`src/rtl/ivf_pkg.sv`:
```
/*
  constants of the local configuration bank: offsets, reset values,
  field positions and oscillator timing for the clock phase timers.
  assumes a single 100 MHz clock domain and 8-bit registers.
*/
package ivf_pkg;
  timeunit 1ns;
  timeprecision 100ps;
  ////////////////////////////////////////////////////////////////////////
  localparam logic [7:0] IVF_OFS_SCL_HIGH = 8'h0B;
  localparam logic [7:0] IVF_OFS_SCL_LOW = 8'h0C;
  localparam logic [7:0] IVF_OFS_PIN_DATA = 8'h0D;
  localparam logic [7:0] IVF_OFS_PIN_CTRL = 8'h0E;
  localparam logic [7:0] IVF_OFS_VID_CFG = 8'h10;
  localparam logic [7:0] IVF_OFS_MATCH_TYPE = 8'h11;
  ////////////////////////////////////////////////////////////////////////
  localparam logic [7:0] IVF_RST_SCL_HIGH = 8'h7F;
  localparam logic [7:0] IVF_RST_SCL_LOW = 8'h7F;
  localparam logic [3:0] IVF_RST_FWD_EN = 4'hF;
  localparam logic [3:0] IVF_RST_OUT_VAL = 4'h0;
  localparam logic [3:0] IVF_RST_DRIVE_EN = 4'h0;
  localparam logic [3:0] IVF_RST_SAMPLE_EN = 4'hF;
  localparam logic [7:0] IVF_RST_VID_CFG = 8'h00;
  localparam logic [5:0] IVF_RST_MATCH_TYPE = 6'h00;
  ////////////////////////////////////////////////////////////////////////
  localparam int IVF_BIT_ANY_LONG = 4;
  localparam int IVF_BIT_MATCH_EN = 3;
  localparam int IVF_BIT_YUV_EN = 2;
  localparam int IVF_BIT_FV_INV = 1;
  localparam int IVF_BIT_LV_INV = 0;
  localparam logic [7:0] IVF_VID_CFG_MASK = 8'h1F;
  localparam logic [5:0] IVF_DT_YUV_A = 6'h19;
  localparam logic [5:0] IVF_DT_YUV_B = 6'h1D;
  localparam logic [5:0] IVF_DT_YUV_C = 6'h1F;
  ////////////////////////////////////////////////////////////////////////
  // oscillator ticks are derived from the 100 MHz clock by a phase
  // accumulator; one tick is one 38.0952 ns oscillator period
  localparam real IVF_OSC_PERIOD_NS = 38.0952;
  localparam real IVF_CLK_PERIOD_NS = 10.0;
  localparam logic [16:0] IVF_ACC_WRAP = 17'(int'(IVF_OSC_PERIOD_NS * 1000.0));
  localparam logic [16:0] IVF_ACC_STEP = 17'(int'(IVF_CLK_PERIOD_NS * 1000.0));
  localparam logic [8:0] IVF_EXTRA_TICKS = 9'h005;
endpackage

```
`src/rtl/ivf_regs.sv`:
```
/*
  local configuration bank: clock phase timing for the local two-wire
  bus, local pin sourcing and drive, parallel video type filter.
  assumes register port and video inputs are on ref_clk; pin_in is
  asynchronous and is synchronised here.
*/
// Behaviour
// - scl high phase timed by 8-bit count
// - high phase lasts (count + 5) oscillator periods
// - high count resets to 0x7F
// - low phase (count + 5) periods, reset 0x7F
// - target setup uses low count before release
// - forward-enabled pins follow remote values
// - local value driven if unforwarded and enabled
// - bits 7:4 enable pin drivers, reset off
// - bits 3:0 enable pin sampling, reset on
// - any-long bit passes all long types
// - match enable passes equal data type
// - match value write blocked while matching
// - yuv bit passes 0x19/0x1D/0x1F at high rate
// - bit 1 inverts frame valid
// - bit 0 inverts line valid
// - match needs long type, any rate mode
module ivf_regs (
  // clock and reset
  input wire logic ref_clk,
  input wire logic rst_b,
  // register port
  input wire logic [7:0] reg_addr,
  input wire logic reg_wr_en,
  input wire logic [7:0] reg_wr_data,
  output logic [7:0] reg_rd_data,
  // local bus clock, controller and target roles
  input wire logic scl_run,
  output logic scl_o,
  output logic scl_oe,
  input wire logic tgt_setup_start,
  output logic tgt_scl_release,
  // pins
  input wire logic [3:0] remote_pin_value,
  input wire logic [3:0] pin_in,
  output logic [3:0] pin_o,
  output logic [3:0] pin_oe,
  output logic [3:0] pin_sampled,
  // parallel video filter
  input wire logic high_rate_video_mode,
  input wire logic pkt_valid,
  input wire logic [5:0] pkt_type,
  input wire logic frame_valid_in,
  input wire logic line_valid_in,
  output logic pkt_pass,
  output logic frame_valid_out,
  output logic line_valid_out
);
  timeunit 1ns;
  timeprecision 100ps;
  import ivf_pkg::*;

  logic [7:0] scl_high_cnt_r;
  logic [7:0] scl_low_cnt_r;
  logic [3:0] remote_pin_forward_en_r;
  logic [3:0] pin_output_value_r;
  logic [3:0] pin_drive_en_r;
  logic [3:0] pin_sample_en_r;
  logic [7:0] vid_cfg_r;
  logic [5:0] match_type_value_r;
  logic pass_any_long_type;
  logic type_match_en;
  logic pass_yuv10_types;
  logic frame_valid_invert;
  logic line_valid_invert;

  assign pass_any_long_type = vid_cfg_r[IVF_BIT_ANY_LONG];
  assign type_match_en = vid_cfg_r[IVF_BIT_MATCH_EN];
  assign pass_yuv10_types = vid_cfg_r[IVF_BIT_YUV_EN];
  assign frame_valid_invert = vid_cfg_r[IVF_BIT_FV_INV];
  assign line_valid_invert = vid_cfg_r[IVF_BIT_LV_INV];

  ////////////////////////////////////////////////////////////////////////
  // register writes
  always_ff @(posedge ref_clk) begin
    if (!rst_b) begin
      scl_high_cnt_r <= IVF_RST_SCL_HIGH;
      scl_low_cnt_r <= IVF_RST_SCL_LOW;
      remote_pin_forward_en_r <= IVF_RST_FWD_EN;
      pin_output_value_r <= IVF_RST_OUT_VAL;
      pin_drive_en_r <= IVF_RST_DRIVE_EN;
      pin_sample_en_r <= IVF_RST_SAMPLE_EN;
      vid_cfg_r <= IVF_RST_VID_CFG;
    end else if (reg_wr_en) begin
      case (reg_addr)
        IVF_OFS_SCL_HIGH: scl_high_cnt_r <= reg_wr_data;
        IVF_OFS_SCL_LOW: scl_low_cnt_r <= reg_wr_data;
        IVF_OFS_PIN_DATA: begin
          remote_pin_forward_en_r <= reg_wr_data[7:4];
          pin_output_value_r <= reg_wr_data[3:0];
        end
        IVF_OFS_PIN_CTRL: begin
          pin_drive_en_r <= reg_wr_data[7:4];
          pin_sample_en_r <= reg_wr_data[3:0];
        end
        // reserved bits are not stored and read back as zero
        IVF_OFS_VID_CFG: vid_cfg_r <= reg_wr_data & IVF_VID_CFG_MASK;
        default: ;
      endcase
    end
  end

  always_ff @(posedge ref_clk) begin
    if (!rst_b) begin
      match_type_value_r <= IVF_RST_MATCH_TYPE;
    end else if (reg_wr_en && reg_addr == IVF_OFS_MATCH_TYPE && !type_match_en) begin
      match_type_value_r <= reg_wr_data[5:0];
    end
  end

  ////////////////////////////////////////////////////////////////////////
  // registered read, unmapped offsets read zero
  always_ff @(posedge ref_clk) begin
    if (!rst_b) begin
      reg_rd_data <= 8'h00;
    end else begin
      case (reg_addr)
        IVF_OFS_SCL_HIGH: reg_rd_data <= scl_high_cnt_r;
        IVF_OFS_SCL_LOW: reg_rd_data <= scl_low_cnt_r;
        IVF_OFS_PIN_DATA: reg_rd_data <= {remote_pin_forward_en_r, pin_output_value_r};
        IVF_OFS_PIN_CTRL: reg_rd_data <= {pin_drive_en_r, pin_sample_en_r};
        IVF_OFS_VID_CFG: reg_rd_data <= vid_cfg_r;
        IVF_OFS_MATCH_TYPE: reg_rd_data <= {2'b00, match_type_value_r};
        default: reg_rd_data <= 8'h00;
      endcase
    end
  end

  ////////////////////////////////////////////////////////////////////////
  // oscillator tick from a phase accumulator
  logic [16:0] osc_acc_r;
  logic osc_tick;
  assign osc_tick = (osc_acc_r + IVF_ACC_STEP) >= IVF_ACC_WRAP;

  always_ff @(posedge ref_clk) begin
    if (!rst_b) begin
      osc_acc_r <= 17'h00000;
    end else if (osc_tick) begin
      osc_acc_r <= osc_acc_r + IVF_ACC_STEP - IVF_ACC_WRAP;
    end else begin
      osc_acc_r <= osc_acc_r + IVF_ACC_STEP;
    end
  end

  ////////////////////////////////////////////////////////////////////////
  // controller clock generator: high phase first, then low phase
  logic scl_high_r;
  logic [8:0] scl_tick_cnt_r;
  logic [8:0] scl_phase_last;
  logic scl_phase_done;
  assign scl_phase_last = (scl_high_r ? {1'b0, scl_high_cnt_r} : {1'b0, scl_low_cnt_r})
    + IVF_EXTRA_TICKS - 9'h001;
  assign scl_phase_done = scl_run && osc_tick && scl_tick_cnt_r == scl_phase_last;

  always_ff @(posedge ref_clk) begin
    if (!rst_b || !scl_run) begin
      scl_high_r <= 1'b1;
      scl_tick_cnt_r <= 9'h000;
    end else if (scl_phase_done) begin
      scl_high_r <= !scl_high_r;
      scl_tick_cnt_r <= 9'h000;
    end else if (osc_tick) begin
      scl_tick_cnt_r <= scl_tick_cnt_r + 9'h001;
    end
  end

  // clock cycles spent in the current phase, kept apart from the tick count
  // so that the phase length checks do not repeat the counter they guard
  logic [10:0] scl_phase_cyc_r;

  always_ff @(posedge ref_clk) begin
    if (!rst_b || !scl_run || scl_phase_done) begin
      scl_phase_cyc_r <= 11'h000;
    end else begin
      scl_phase_cyc_r <= scl_phase_cyc_r + 11'h001;
    end
  end

  // open drain: only the low level is driven
  assign scl_o = 1'b0;
  assign scl_oe = scl_run && !scl_high_r;

  ////////////////////////////////////////////////////////////////////////
  // target data setup before a held clock is released
  logic tgt_busy_r;
  logic [8:0] tgt_tick_cnt_r;
  logic tgt_done;
  assign tgt_done = tgt_busy_r && osc_tick
    && tgt_tick_cnt_r == {1'b0, scl_low_cnt_r} + IVF_EXTRA_TICKS - 9'h001;

  always_ff @(posedge ref_clk) begin
    if (!rst_b) begin
      tgt_busy_r <= 1'b0;
      tgt_tick_cnt_r <= 9'h000;
      tgt_scl_release <= 1'b0;
    end else begin
      tgt_scl_release <= tgt_done;
      if (tgt_setup_start && !tgt_busy_r) begin
        tgt_busy_r <= 1'b1;
        tgt_tick_cnt_r <= 9'h000;
      end else if (tgt_done) begin
        tgt_busy_r <= 1'b0;
      end else if (tgt_busy_r && osc_tick) begin
        tgt_tick_cnt_r <= tgt_tick_cnt_r + 9'h001;
      end
    end
  end

  ////////////////////////////////////////////////////////////////////////
  // pins: source select, drivers and synchronised sampling
  logic [3:0] pin_meta_r;
  logic [3:0] pin_sync_r;

  always_ff @(posedge ref_clk) begin
    if (!rst_b) begin
      pin_meta_r <= 4'h0;
      pin_sync_r <= 4'h0;
    end else begin
      pin_meta_r <= pin_in;
      pin_sync_r <= pin_meta_r;
    end
  end

  generate
    for (genvar i = 0; i < 4; i++) begin : g_pin
      always_ff @(posedge ref_clk) begin
        if (!rst_b) begin
          pin_o[i] <= 1'b0;
          pin_oe[i] <= 1'b0;
          pin_sampled[i] <= 1'b0;
        end else begin
          pin_o[i] <= remote_pin_forward_en_r[i] ? remote_pin_value[i]
            : pin_output_value_r[i];
          pin_oe[i] <= remote_pin_forward_en_r[i] || pin_drive_en_r[i];
          pin_sampled[i] <= pin_sample_en_r[i] && pin_sync_r[i];
        end
      end
    end
  endgenerate

  ////////////////////////////////////////////////////////////////////////
  // parallel video filter
  logic pkt_long;
  logic pkt_yuv10;
  logic pass_nxt;
  assign pkt_long = pkt_type[5] || pkt_type[4];
  assign pkt_yuv10 = pkt_type == IVF_DT_YUV_A || pkt_type == IVF_DT_YUV_B
    || pkt_type == IVF_DT_YUV_C;
  assign pass_nxt = pkt_valid && ((pkt_long && pass_any_long_type)
    || (pkt_long && type_match_en && pkt_type == match_type_value_r)
    || (pass_yuv10_types && high_rate_video_mode && pkt_yuv10));

  always_ff @(posedge ref_clk) begin
    if (!rst_b) begin
      pkt_pass <= 1'b0;
      frame_valid_out <= 1'b0;
      line_valid_out <= 1'b0;
    end else begin
      pkt_pass <= pass_nxt;
      frame_valid_out <= frame_valid_in ^ frame_valid_invert;
      line_valid_out <= line_valid_in ^ line_valid_invert;
    end
  end

  ////////////////////////////////////////////////////////////////////////
  // checks
  scl_reset_vals_a: assert property (@(posedge ref_clk)
    !rst_b |=> scl_high_cnt_r == 8'h7F && scl_low_cnt_r == 8'h7F)
    else $error("clock counts not 0x7F after reset");

  high_phase_len_a: assert property (@(posedge ref_clk) disable iff (!rst_b)
    (scl_phase_done && scl_high_r)
    |-> scl_phase_cyc_r + 11'h003 >= 11'h003 * ({3'h0, scl_high_cnt_r} + 11'h005)
    && scl_phase_cyc_r < 11'h004 * ({3'h0, scl_high_cnt_r} + 11'h005))
    else $error("high phase ended at wrong tick count");

  low_phase_len_a: assert property (@(posedge ref_clk) disable iff (!rst_b)
    (scl_phase_done && !scl_high_r)
    |-> scl_phase_cyc_r + 11'h003 >= 11'h003 * ({3'h0, scl_low_cnt_r} + 11'h005)
    && scl_phase_cyc_r < 11'h004 * ({3'h0, scl_low_cnt_r} + 11'h005))
    else $error("low phase ended at wrong tick count");

  tgt_release_a: assert property (@(posedge ref_clk) disable iff (!rst_b)
    tgt_scl_release |-> $past(tgt_tick_cnt_r) == {1'b0, scl_low_cnt_r} + 9'h004)
    else $error("target released clock early or late");

  pin_source_a: assert property (@(posedge ref_clk) disable iff (!rst_b)
    remote_pin_forward_en_r[0] |=> pin_oe[0] && pin_o[0] == $past(remote_pin_value[0]))
    else $error("forwarded pin does not follow remote value");

  pin_local_a: assert property (@(posedge ref_clk) disable iff (!rst_b)
    (!remote_pin_forward_en_r[1] && pin_drive_en_r[1])
    |=> pin_o[1] == $past(pin_output_value_r[1]))
    else $error("local value not driven");

  pin_drive_off_a: assert property (@(posedge ref_clk) disable iff (!rst_b)
    (!remote_pin_forward_en_r[2] && !pin_drive_en_r[2]) |=> !pin_oe[2])
    else $error("pin driven while disabled");

  pin_sample_a: assert property (@(posedge ref_clk) disable iff (!rst_b)
    !pin_sample_en_r[3] |=> !pin_sampled[3])
    else $error("pin sampled while disabled");

  match_block_a: assert property (@(posedge ref_clk) disable iff (!rst_b)
    (reg_wr_en && reg_addr == IVF_OFS_MATCH_TYPE && type_match_en) |=> $stable(match_type_value_r))
    else $error("match value changed while matching");

  any_long_a: assert property (@(posedge ref_clk) disable iff (!rst_b)
    (pkt_valid && pkt_long && pass_any_long_type) |=> pkt_pass)
    else $error("long type not passed");

  short_block_a: assert property (@(posedge ref_clk) disable iff (!rst_b)
    (pkt_valid && !pkt_long && !(pass_yuv10_types && high_rate_video_mode)) |=> !pkt_pass)
    else $error("short type passed");

  yuv_pass_a: assert property (@(posedge ref_clk) disable iff (!rst_b)
    (pkt_valid && pkt_type == 6'h1D && pass_yuv10_types && high_rate_video_mode) |=> pkt_pass)
    else $error("yuv type not passed");

  valid_invert_a: assert property (@(posedge ref_clk) disable iff (!rst_b)
    ##1 frame_valid_out == ($past(frame_valid_in) ^ $past(frame_valid_invert))
    && line_valid_out == ($past(line_valid_in) ^ $past(line_valid_invert)))
    else $error("valid polarity wrong");
endmodule

```
`config.mk`:
```
export PLATFORM = sky130hd
export DESIGN_NAME = ivf_regs
export DESIGN_NICKNAME = d
export VERILOG_FILES = /design/src/rtl/ivf_pkg.sv /design/src/rtl/ivf_regs.sv
export SDC_FILE = /design/constraint.sdc
export NUM_CORES = 1
export LEC_CHECK = 0
export BUFFER_PORTS_ARGS = -buffer_cell sky130_fd_sc_hd__buf_4
export CORE_MARGIN = 2
export CORE_UTILIZATION = 36
export DETAILED_ROUTE_END_ITERATION = 8
export PLACE_DENSITY_LB_ADDON = 0.2
export REMOVE_ABC_BUFFERS = 1
export SLEW_MARGIN = 20
export SYNTH_ARGS = -nofsm -noshare
export SYNTH_HDL_FRONTEND = slang
export SYNTH_SLANG_ARGS = --single-unit
```
`constraint.sdc`:
```
create_clock -name ref_clk -period 2.55 [get_ports ref_clk]
set_input_delay 0.51 -clock ref_clk [delete_from_list [all_inputs] [get_ports ref_clk]]
set_output_delay 0.51 -clock ref_clk [all_outputs]
set_load 0.005 [all_outputs]
```
==> Word-level counts from Yosys, hierarchy flattened <==
Cells that the tools add are included.
{ "totals": {"reg_bits": 112, "latch_bits": 0, "ramBits": 0, "romBits": 0, "input_bits": 39, "output_inout_bits": 26, "elab_cells": 108, "n_memories": 0} }
{ "classes": {"add_sub_neg": 8, "n_mul": 0, "div_mod_pow": 0, "magnitude_cmp": 1, "eq_ne": 12, "shifts": 0, "mux": 9, "bitwise": 4, "n_reduce_logical": 42} }
{ "op_table": {"columns": ["operator", "count"], "rows": [
  ["$pmux W8 S6", 1],
  ["$eq A8 B4 Y1 const B", 4],
  ["$add A8 B3 Y9 const B", 2],
  ["$add A9 B1 Y9 const B", 2],
  ["$eq A6 B5 Y1 const B", 3],
  ["$eq A9 B9 Y1", 2],
  ["$logic_and A1 B1 Y1", 18],
  ["$sub A9 B1 Y9 const B", 2],
  ["$add A17 B14 Y17 const B", 1],
  ["$ge A17 B16 Y1 const B", 1],
  ["$mux W17", 1],
  ["$sub A17 B16 Y17 const B", 1],
  ["$eq A8 B5 Y1 const B", 2],
  ["$reduce_and A2 Y1", 6],
  ["$logic_or A1 B1 Y1", 10],
  ["$mux W8", 1],
  ["$eq A6 B6 Y1", 1],
  ["$mux W1", 6],
  ["$logic_not A1 Y1", 5],
  ["$reduce_or A2 Y1", 2],
  ["$not A1 Y1", 2],
  ["$reduce_bool A2 Y1", 1],
  ["$xor A1 B1 Y1", 2]
]} }

==> Logic depth before layout (Yosys ltp) <==
Gate-level depths: netlist of the first run.
{ "depth": {"ltp_word": 6, "ltp_mapped": 12, "ltp_nobuf": 10} }

==> Least setup slack after synthesis of the first run <==
OpenSTA, ideal clock, no wires.
{ "synth_timing": {"path_kind": "reg-to-reg", "from": "register osc_acc_r[5]", "to": "register tgt_tick_cnt_r[2]", "setup_time_ns": 0.072, "arrival_ns": 2.546, "required_time_ns": 2.478, "slack_ns": -0.068, "stages_incl_launch_ff": 11, "path_buffers": 2, "period_less_slack_ns": 2.618, "cell_sequence": "dfxtp_1 -> ha_1 -> buf_6 -> nand3_1 -> o31a_1 -> nand4b_1 -> a31oi_4 -> o211ai_2 -> buf_2 -> or3_1 -> a21oi_1"} }
{ "synth_via": {"elab_chain_cells": 6} }
{ "synth_lines": {"columns": ["element", "line", "rtl"], "rows": [
  ["from (decl)", "ivf_regs.sv:137", "logic [16:0] osc_acc_r;"],
  ["from (signal assigned)", "ivf_regs.sv:145", "osc_acc_r <= osc_acc_r + IVF_ACC_STEP - IVF_ACC_WRAP;"],
  ["from (signal assigned)", "ivf_regs.sv:147", "osc_acc_r <= osc_acc_r + IVF_ACC_STEP;"],
  ["$add A17 B14 Y17 *", "ivf_regs.sv:139", "assign osc_tick = (osc_acc_r + IVF_ACC_STEP) >= IVF_ACC_WRAP;"],
  ["$ge A17 B16 Y1 *", "ivf_regs.sv:139", null],
  ["$logic_and A1 B1 Y1 *", "ivf_regs.sv:194, ivf_regs.sv:209", null],
  ["$logic_and A1 B1 Y1", "ivf_regs.sv:195", "&& tgt_tick_cnt_r == {1'b0, scl_low_cnt_r} + IVF_EXTRA_TICKS - 9'h001;"],
  ["$not A1 Y1 (no source line)", null, null],
  ["$reduce_and A2 Y1 (no source line) *", null, null],
  ["to (signal assigned)", "ivf_regs.sv:210", "tgt_tick_cnt_r <= tgt_tick_cnt_r + 9'h001;"],
  ["to (decl)", "ivf_regs.sv:192", "logic [8:0] tgt_tick_cnt_r;"]
]} }
Mark *: on every way between the ends. The rest lies on a longest branch, timed or not.
A chain may end at the register's enable or synchronous reset.

==> Final worst setup path of the first run <==
{ "layout_timing": {"from": "register osc_acc_r[4]", "to": "register scl_tick_cnt_r[3]"} }
{ "layout_via": {"elab_chain_cells": 5} }
{ "layout_lines": {"columns": ["element", "line", "rtl"], "rows": [
  ["$add A17 B14 Y17 *", "ivf_regs.sv:139", null],
  ["$ge A17 B16 Y1 *", "ivf_regs.sv:139", null],
  ["$logic_and A1 B1 Y1 (2 in a row)", "ivf_regs.sv:159", "assign scl_phase_done = scl_run && osc_tick && scl_tick_cnt_r == scl_phase_last;"],
  ["$reduce_or A2 Y1 (no source line)", null, null],
  ["to (signal assigned)", "ivf_regs.sv:169", "scl_tick_cnt_r <= scl_tick_cnt_r + 9'h001;"],
  ["to (decl)", "ivf_regs.sv:154", "logic [8:0] scl_tick_cnt_r;"]
]} }
Marked as above.

==> results.py, run 1 <==
metrics = {
    "yosys": {
        "yosysTopAreaCellShare": 0.404,
        "netlist_instances": 639,
        "yosysMostFrequentCell": "dfxtp_1",
        "synthArstFlopShare": 0,
        "synth_edf_count": 0,
        "yosysSeqAreaShare": 0.404,
        "synth.distinct_cells": 61,
        "synthTopCellsByArea": "dfxtp_1 (40%), mux2i_1 (7.8%), nand2_1 (5.6%)",
        "yosys.area.top_type": "dfxtp_1",
        "synth_common_cells": "dfxtp_1 (112), nand2_1 (83), nor2_1 (68), mux2i_1 (43), nand3_1 (34)",
        "yosysWarnings": 0,
        "synth_ff_type": "dfxtp_1",
        "syn_avg_cell_area_sq_um": 8.69,
        "synth-seq-cells": 112,
        "synth_area_sq_mm": 0.00555,
    },
    "power": {
        "p_leak_uw": 0.00305,
        "powerDensity_mw_per_mm2": 739,
        "peakVddDrop_mv": 0.306,
    },
    "run": {
        "cap_violations": 0,
    },
    "timing": {
        "fin_crit_ns": 2.51,
        "worst_pin_slew_ns": 0.621,
        "drv_slew": 0,
        "slew-limit-headroom": 0.584,
        "rsz0062_at_grt": "true",
        "setup_viol": 0,
        "hold_viol": 0,
        "fmax_mhz": 399,
        "timing.final.crit_share": 0.983,
        "clock_skew_ns": 0.0138,
    },
    "cells_and_area": {
        "final_cell_area_sq_mm": 0.00720,
        "nets": 800,
        "diodes": 0,
        "fillCellCount": 1446,
        "final_core_util": 0.476,
        "area_delta_synth_final_pct": 29.7,
        "drive_above_1_share": 0.264,
    },
    "global_route": {
        "antenna_found_initial": 0,
        "grt-ovfl-total": 0,
        "grt_pass1_wl_mm": 23.3,
        "grt_max_degree": 37,
        "grt_pass1_vias": 4689,
        "track_usage": 0.179,
    },
    "outcome": {
        "outcome": "completed",
    },
    "critical_path": {
        "startpoint_type": "flop",
        "worstSetupEndpointType": "flop",
        "criticalPathCategory": "reg -> reg",
        "required_ns": 2.80,
        "critical_path_arrival_ns": 2.76,
        "crit_fanout": 6,
    },
    "floorplanning": {
        "die_w_microns": 128,
        "start_util": 0.367,
        "die-area_sq_mm": 0.0164,
        "dieHeight_microns": 128,
        "io_pins": 65,
        "num_rows": 45,
        "core_area_sq_mm": 0.0151,
    },
    "route": {
        "num_vias": 4918,
        "wl_per_cell_microns": 15.3,
        "firstDrtPassIters": 4,
        "drcViolationCount": 0,
        "wirelength_mm": 14.5,
        "vias_per_cell": 5.19,
        "antenna_left": 0,
        "drt_iter0_drc": 290,
    },
    "clock_tree": {
        "cts_buffers": 9,
        "root_buffer": "clkbuf_16",
        "clk_path_buf_depth": 2,
        "clkSinkCount": 112,
        "clk-insertion-delay-late_ns": 0.36,
        "cts_max_level": 3,
        "cts_tree": "yes",
        "clk_pin_slew_ns": 0.08,
    },
    "placed_design": {
        "gp_congestion": 0.840,
        "placed_area_sq_mm": 0.00658,
        "io_buffers": 63,
        "hpwl_mm": 10.6,
    },
    "hold_path": {
        "min_path_type": "in -> reg",
    },
}
==> state kept, by name, indices dropped and copies added (netlist names) <==
name,cells
osc_acc_r,17
scl_tick_cnt_r,9
tgt_tick_cnt_r,9
reg_rd_data,8
scl_high_cnt_r,8
scl_low_cnt_r,8
match_type_value_r,6
vid_cfg_r,5
pin_drive_en_r,4
pin_meta_r,4
pin_o,4
pin_oe,4
pin_output_value_r,4
pin_sample_en_r,4
pin_sampled,4
pin_sync_r,4
remote_pin_forward_en_r,4
frame_valid_out,1
line_valid_out,1
pkt_pass,1
scl_high_r,1
tgt_busy_r,1
tgt_scl_release,1
==> stage by stage <==
| step | setup slack (ns) | cells | power, uW | hold WS (ns) | setup TNS [ns] |
|---|---|---|---|---|---|
| 3_3_place_gp | -0.113 | 919 | 3520 | 0.414 | -0.631 |
| 5_1_grt | -0.0869 | 947 | 5580 | 0.346 | -0.797 |
| 6_report | 0.0428 | 947 | 5320 | 0.352 | 0 |
| 4_1_cts | -0.00618 | 937 | 5190 | 0.341 | -0.00618 |
| 3_5_place_dp | -0.172 | 919 | 3540 | 0.419 | -2.15 |
| 2_1_floorplan | -0.873 | 605 | 2850 | 0.412 | -19.15 |
==> cells by family after synthesis <==
| logic type | after synthesis | synth area share |
|---|---|---|
| buf+inv | 43 | 0.0336 |
| flops | 112 | 0.404 |
| other cells | 1 | 0.000675 |
| mux | 52 | 0.0958 |
| fa+ha+maj | 7 | 0.0158 |
| compound gates | 101 | 0.128 |
| xor+xnor | 54 | 0.0865 |
| simple gates | 269 | 0.236 |
==> report_power, final <==
part / switching, uW / internal [uW]
logic: 824 / 942
clock network: 691 / 881
registers: 120 / 1860
total: 1630 / 3690
==> worst paths after layout <==
path                                           to  cells past startpoint  slack (ns)     startpoint
worst max register to register  scl_tick_cnt_r[3]                     12        0.04   osc_acc_r[4]
worst min register to register      pin_sync_r[3]                      1        0.43  pin_meta_r[3]
worst max-delay path            scl_tick_cnt_r[3]                     12        0.04   osc_acc_r[4]
worst min-delay path                pin_meta_r[3]                      2        0.35      pin_in[3]
==> routing by layer <==
metal / track usage / wire length, microns / up-vias
met4: 0.0724 / 254 / 0
met3: 0.0250 / 655 / 13
met2: 0.285 / 6590 / 93
met5: 0 / 0 / -
met1: 0.243 / 6960 / 2341
li1: - / - / 2471
==> area by class of cell <==
cell class | instances | area [sq um] | area share
repair buffers | 138 | 1080 | 0.150
multi-input cells | 484 | 3260 | 0.453
clock inverters | 7 | 110 | 0.0153
flip-flops and latches | 112 | 2250 | 0.313
inverters | 9 | 33.8 | 0.00469
well taps | 188 | 235 | 0.0327
clock buffers | 9 | 225 | 0.0313
==> cell usage in the layout (no fill, tap or decap), types with 4 or more instances in the layout <==
| master | count |
|---|---|
| o21ai_0 | 18 |
| and3_1 | 7 |
| nor3_1 | 5 |
| o22ai_1 | 7 |
| nor3b_1 | 4 |
| xor2_1 | 25 |
| buf_4 | 128 |
| ha_1 | 6 |
| nand2b_1 | 7 |
| xnor2_1 | 26 |
| o211ai_1 | 6 |
| and2_1 | 14 |
| mux2i_1 | 43 |
| nand4_1 | 8 |
| a31oi_1 | 4 |
| nand3b_1 | 6 |
| buf_6 | 9 |
| mux2_2 | 9 |
| nand3_1 | 32 |
| clkbuf_16 | 9 |
| nor2_1 | 67 |
| nand2_1 | 83 |
| inv_1 | 9 |
| or3_1 | 10 |
| dfxtp_1 | 108 |
| a221oi_1 | 7 |
| a21oi_1 | 21 |
==> critical path, stage by stage, from the launching register on <==
cell      delay (ns)
dfxtp_4         0.36
buf_6           0.11
nand4_1         0.18
buf_4           0.21
or4b_4          0.49
nand3_4         0.09
a31oi_4         0.10
buf_12          0.16
buf_6           0.12
buf_6           0.12
o211ai_1        0.22
xor2_1          0.18
nor2_1          0.06
==> what timing repair did <==
item	4_1_cts	5_1_grt
hold buffers	0	0
endpoints found under the setup margin	30	33
resized for setup	11	37
setup buffers	2	10
pin swaps	4	16
(Power assumes the default switching activity.)
==> run 2, diff against run 1 <==
Settings changed: CORE_UTILIZATION 36 to 53.
==> run 2 against run 1 <==
Against the previous run:
- cell area is 3.3% lower
- clock power is 34% lower
- largest power group unchanged
- core utilization is 21 points higher
- wire length hardly changed
- via count is 3.3% higher
- combinational power is 2% higher
- first-iteration DRC count is 10% lower
==> results.py, run 2 (synthesis results as in run 1) <==
metrics = {
    "outcome": {
        "outcome": "completed",
    },
    "global_route": {
        "grt_max_degree": 38,
        "grt_pass1_vias": 4906,
        "antenna_found_initial": 0,
        "track_usage": 0.260,
        "grt_pass1_wl_mm": 23.5,
        "grt-ovfl-total": 0,
    },
    "floorplanning": {
        "dieHeight_microns": 106,
        "start_util": 0.543,
        "die_w_microns": 106,
        "core_area_sq_mm": 0.0102,
        "num_rows": 37,
        "io_pins": 65,
        "die-area_sq_mm": 0.0113,
    },
    "timing": {
        "rsz0062_at_grt": "true",
        "fin_crit_ns": 2.52,
        "drv_slew": 0,
        "worst_pin_slew_ns": 0.782,
        "fmax_mhz": 397,
        "hold_viol": 0,
        "setup_tns_ns": 0,
        "slew-limit-headroom": 0.475,
        "timing.final.crit_share": 0.988,
        "setup_viol": 0,
        "clock_skew_ns": 0.00982,
    },
    "clock_tree": {
        "hold_buffers": 0,
        "cts_buffers": 9,
        "root_buffer": "clkbuf_8",
        "clk_path_buf_depth": 2,
        "clk-insertion-delay-late_ns": 0.40,
        "cts_tree": "yes",
        "cts_max_level": 3,
        "clkSinkCount": 112,
        "clk_pin_slew_ns": 0.11,
    },
    "critical_path": {
        "required_ns": 2.88,
        "criticalPathCategory": "reg -> reg",
        "startpoint_type": "flop",
        "r2r-start": "osc_acc_r[7]",
        "crit_buf_inv": 3,
        "cp_common_cell": "buf_6",
        "critPathSlowestCell": "dfxtp_4",
        "worstReg2RegEnd": "tgt_tick_cnt_r[7]",
        "crit_fanout": 7,
        "crit_path_cell_trace": "buf_6 -> a311oi_4 -> xnor2_2 -> nor3b_2 -> nand4b_1 -> a31oi_4 -> buf_12 -> o211ai_4 -> buf_6 -> or3_4 -> a21oi_2",
        "worstSetupEndpointType": "flop",
        "rrSetupSlack_ns": 0.03,
        "critPathMaxStageDelay_ns": 0.39,
        "critical_path_arrival_ns": 2.85,
        "crit_family": "simple AND/OR/NAND/NOR gates",
        "reg2reg_depth": 11,
    },
    "route": {
        "drt_iter0_drc": 260,
        "wl_per_cell_microns": 16.3,
        "wirelength_mm": 14.5,
        "firstDrtPassIters": 5,
        "vias_per_cell": 5.72,
        "num_vias": 5082,
        "drcViolationCount": 0,
        "antenna_left": 0,
    },
    "placed_design": {
        "placed_area_sq_mm": 0.00650,
        "gp_congestion": 0.891,
        "hpwl_mm": 10.2,
        "io_buffers": 63,
    },
    "power": {
        "powerDensity_mw_per_mm2": 694,
        "peakVddDrop_mv": 0.440,
        "p_leak_uw": 0.00295,
        "p_total_uw": 4840,
    },
    "hold_path": {
        "hp-start": "pin_in[3]",
        "min_path_type": "in -> reg",
        "min_to": "pin_meta_r[3]",
        "hold_path_depth": 2,
    },
    "cells_and_area": {
        "diodes": 0,
        "final_cell_area_sq_mm": 0.00697,
        "nets": 793,
        "multiInputGateArea_sq_mm": 0.00330,
        "final_cell_mix": "buf_4 (123), dfxtp_1 (105), nand2_1 (83)",
        "area_delta_synth_final_pct": 25.5,
        "final_common_cell": "buf_4",
        "largest_reg_flops": 17,
        "reg_top3": "osc_acc_r (17), scl_tick_cnt_r (9), tgt_tick_cnt_r (9)",
        "fillCellCount": 796,
        "drive_above_1_share": 0.266,
        "regArea_sq_mm": 0.00226,
        "top_register": "osc_acc_r",
        "final_core_util": 0.681,
    },
    "run": {
        "cap_violations": 0,
    },
}
run 2: cell count changes in the layout (fill, tap and decap cells not counted), moves of 3 or more:
| cell | delta |
|---|---|
| a21oi_1 | -3 |
| a21oi_2 | +4 |
| buf_4 | -5 |
| buf_6 | -3 |
| clkbuf_16 | -9 |
| clkbuf_8 | +9 |
| dfxtp_1 | -3 |
| dfxtp_2 | +3 |
| or3_1 | -4 |
| or3_4 | +4 |
run 2: per-stage QoR:
stage          setup slack (ns)  hold WS (ns)  cells
2_1_floorplan            -0.873         0.412    605
3_3_place_gp            -0.0283         0.417    863
3_5_place_dp             -0.185         0.417    863
4_1_cts                 0.00671         0.298    879
5_1_grt                 -0.0873         0.301    888
6_report                 0.0298         0.312    888
run 2: final cells by class:
class                      instances  share of cell area
inverter                           9             0.00485
clock buffer                      10              0.0183
multi-input combinational        484               0.473
clock inverter                     6             0.00736
sequential                       112               0.324
timing repair buffer             131               0.148
tap                              136              0.0244
run 2: report_power, final:
part	leakage [uW]	switching (uW)	internal, uW
Combinational	0.00195	843	966
Clock	0.0000867	656	372
Sequential	0.000914	134	1870
run 2: what timing repair did:
item                                    4_1_cts  5_1_grt
endpoints found under the setup margin       28       34
buffers inserted                              0        8
cloned                                        0        1
pin swaps                                     3       35
gates resized for setup                       6       48
run 2: routing by layer:
layer	part of all wire	routed length [microns]	up-vias	global-route usage
met5	0	0	-	0
li1	-	-	2456	-
met2	0.46	6600	154	0.397
met4	0.025	365	0	0.117
met3	0.052	756	30	0.0521
met1	0.47	6730	2442	0.355
run 2: worst max-delay path by stage:
| stage | start | end | depth (start not counted) |
|---|---|---|---|
| global route | osc_acc_r[7] | tgt_tick_cnt_r[7] | 11 |
| CTS | osc_acc_r[4] | osc_acc_r[9] | 9 |
| floorplan | osc_acc_r[4] | scl_tick_cnt_r[8] | 9 |
| finish | osc_acc_r[7] | tgt_tick_cnt_r[7] | 11 |
| detailed placement | osc_acc_r[4] | osc_acc_r[14] | 10 |
| global placement | osc_acc_r[4] | osc_acc_r[14] | 10 |
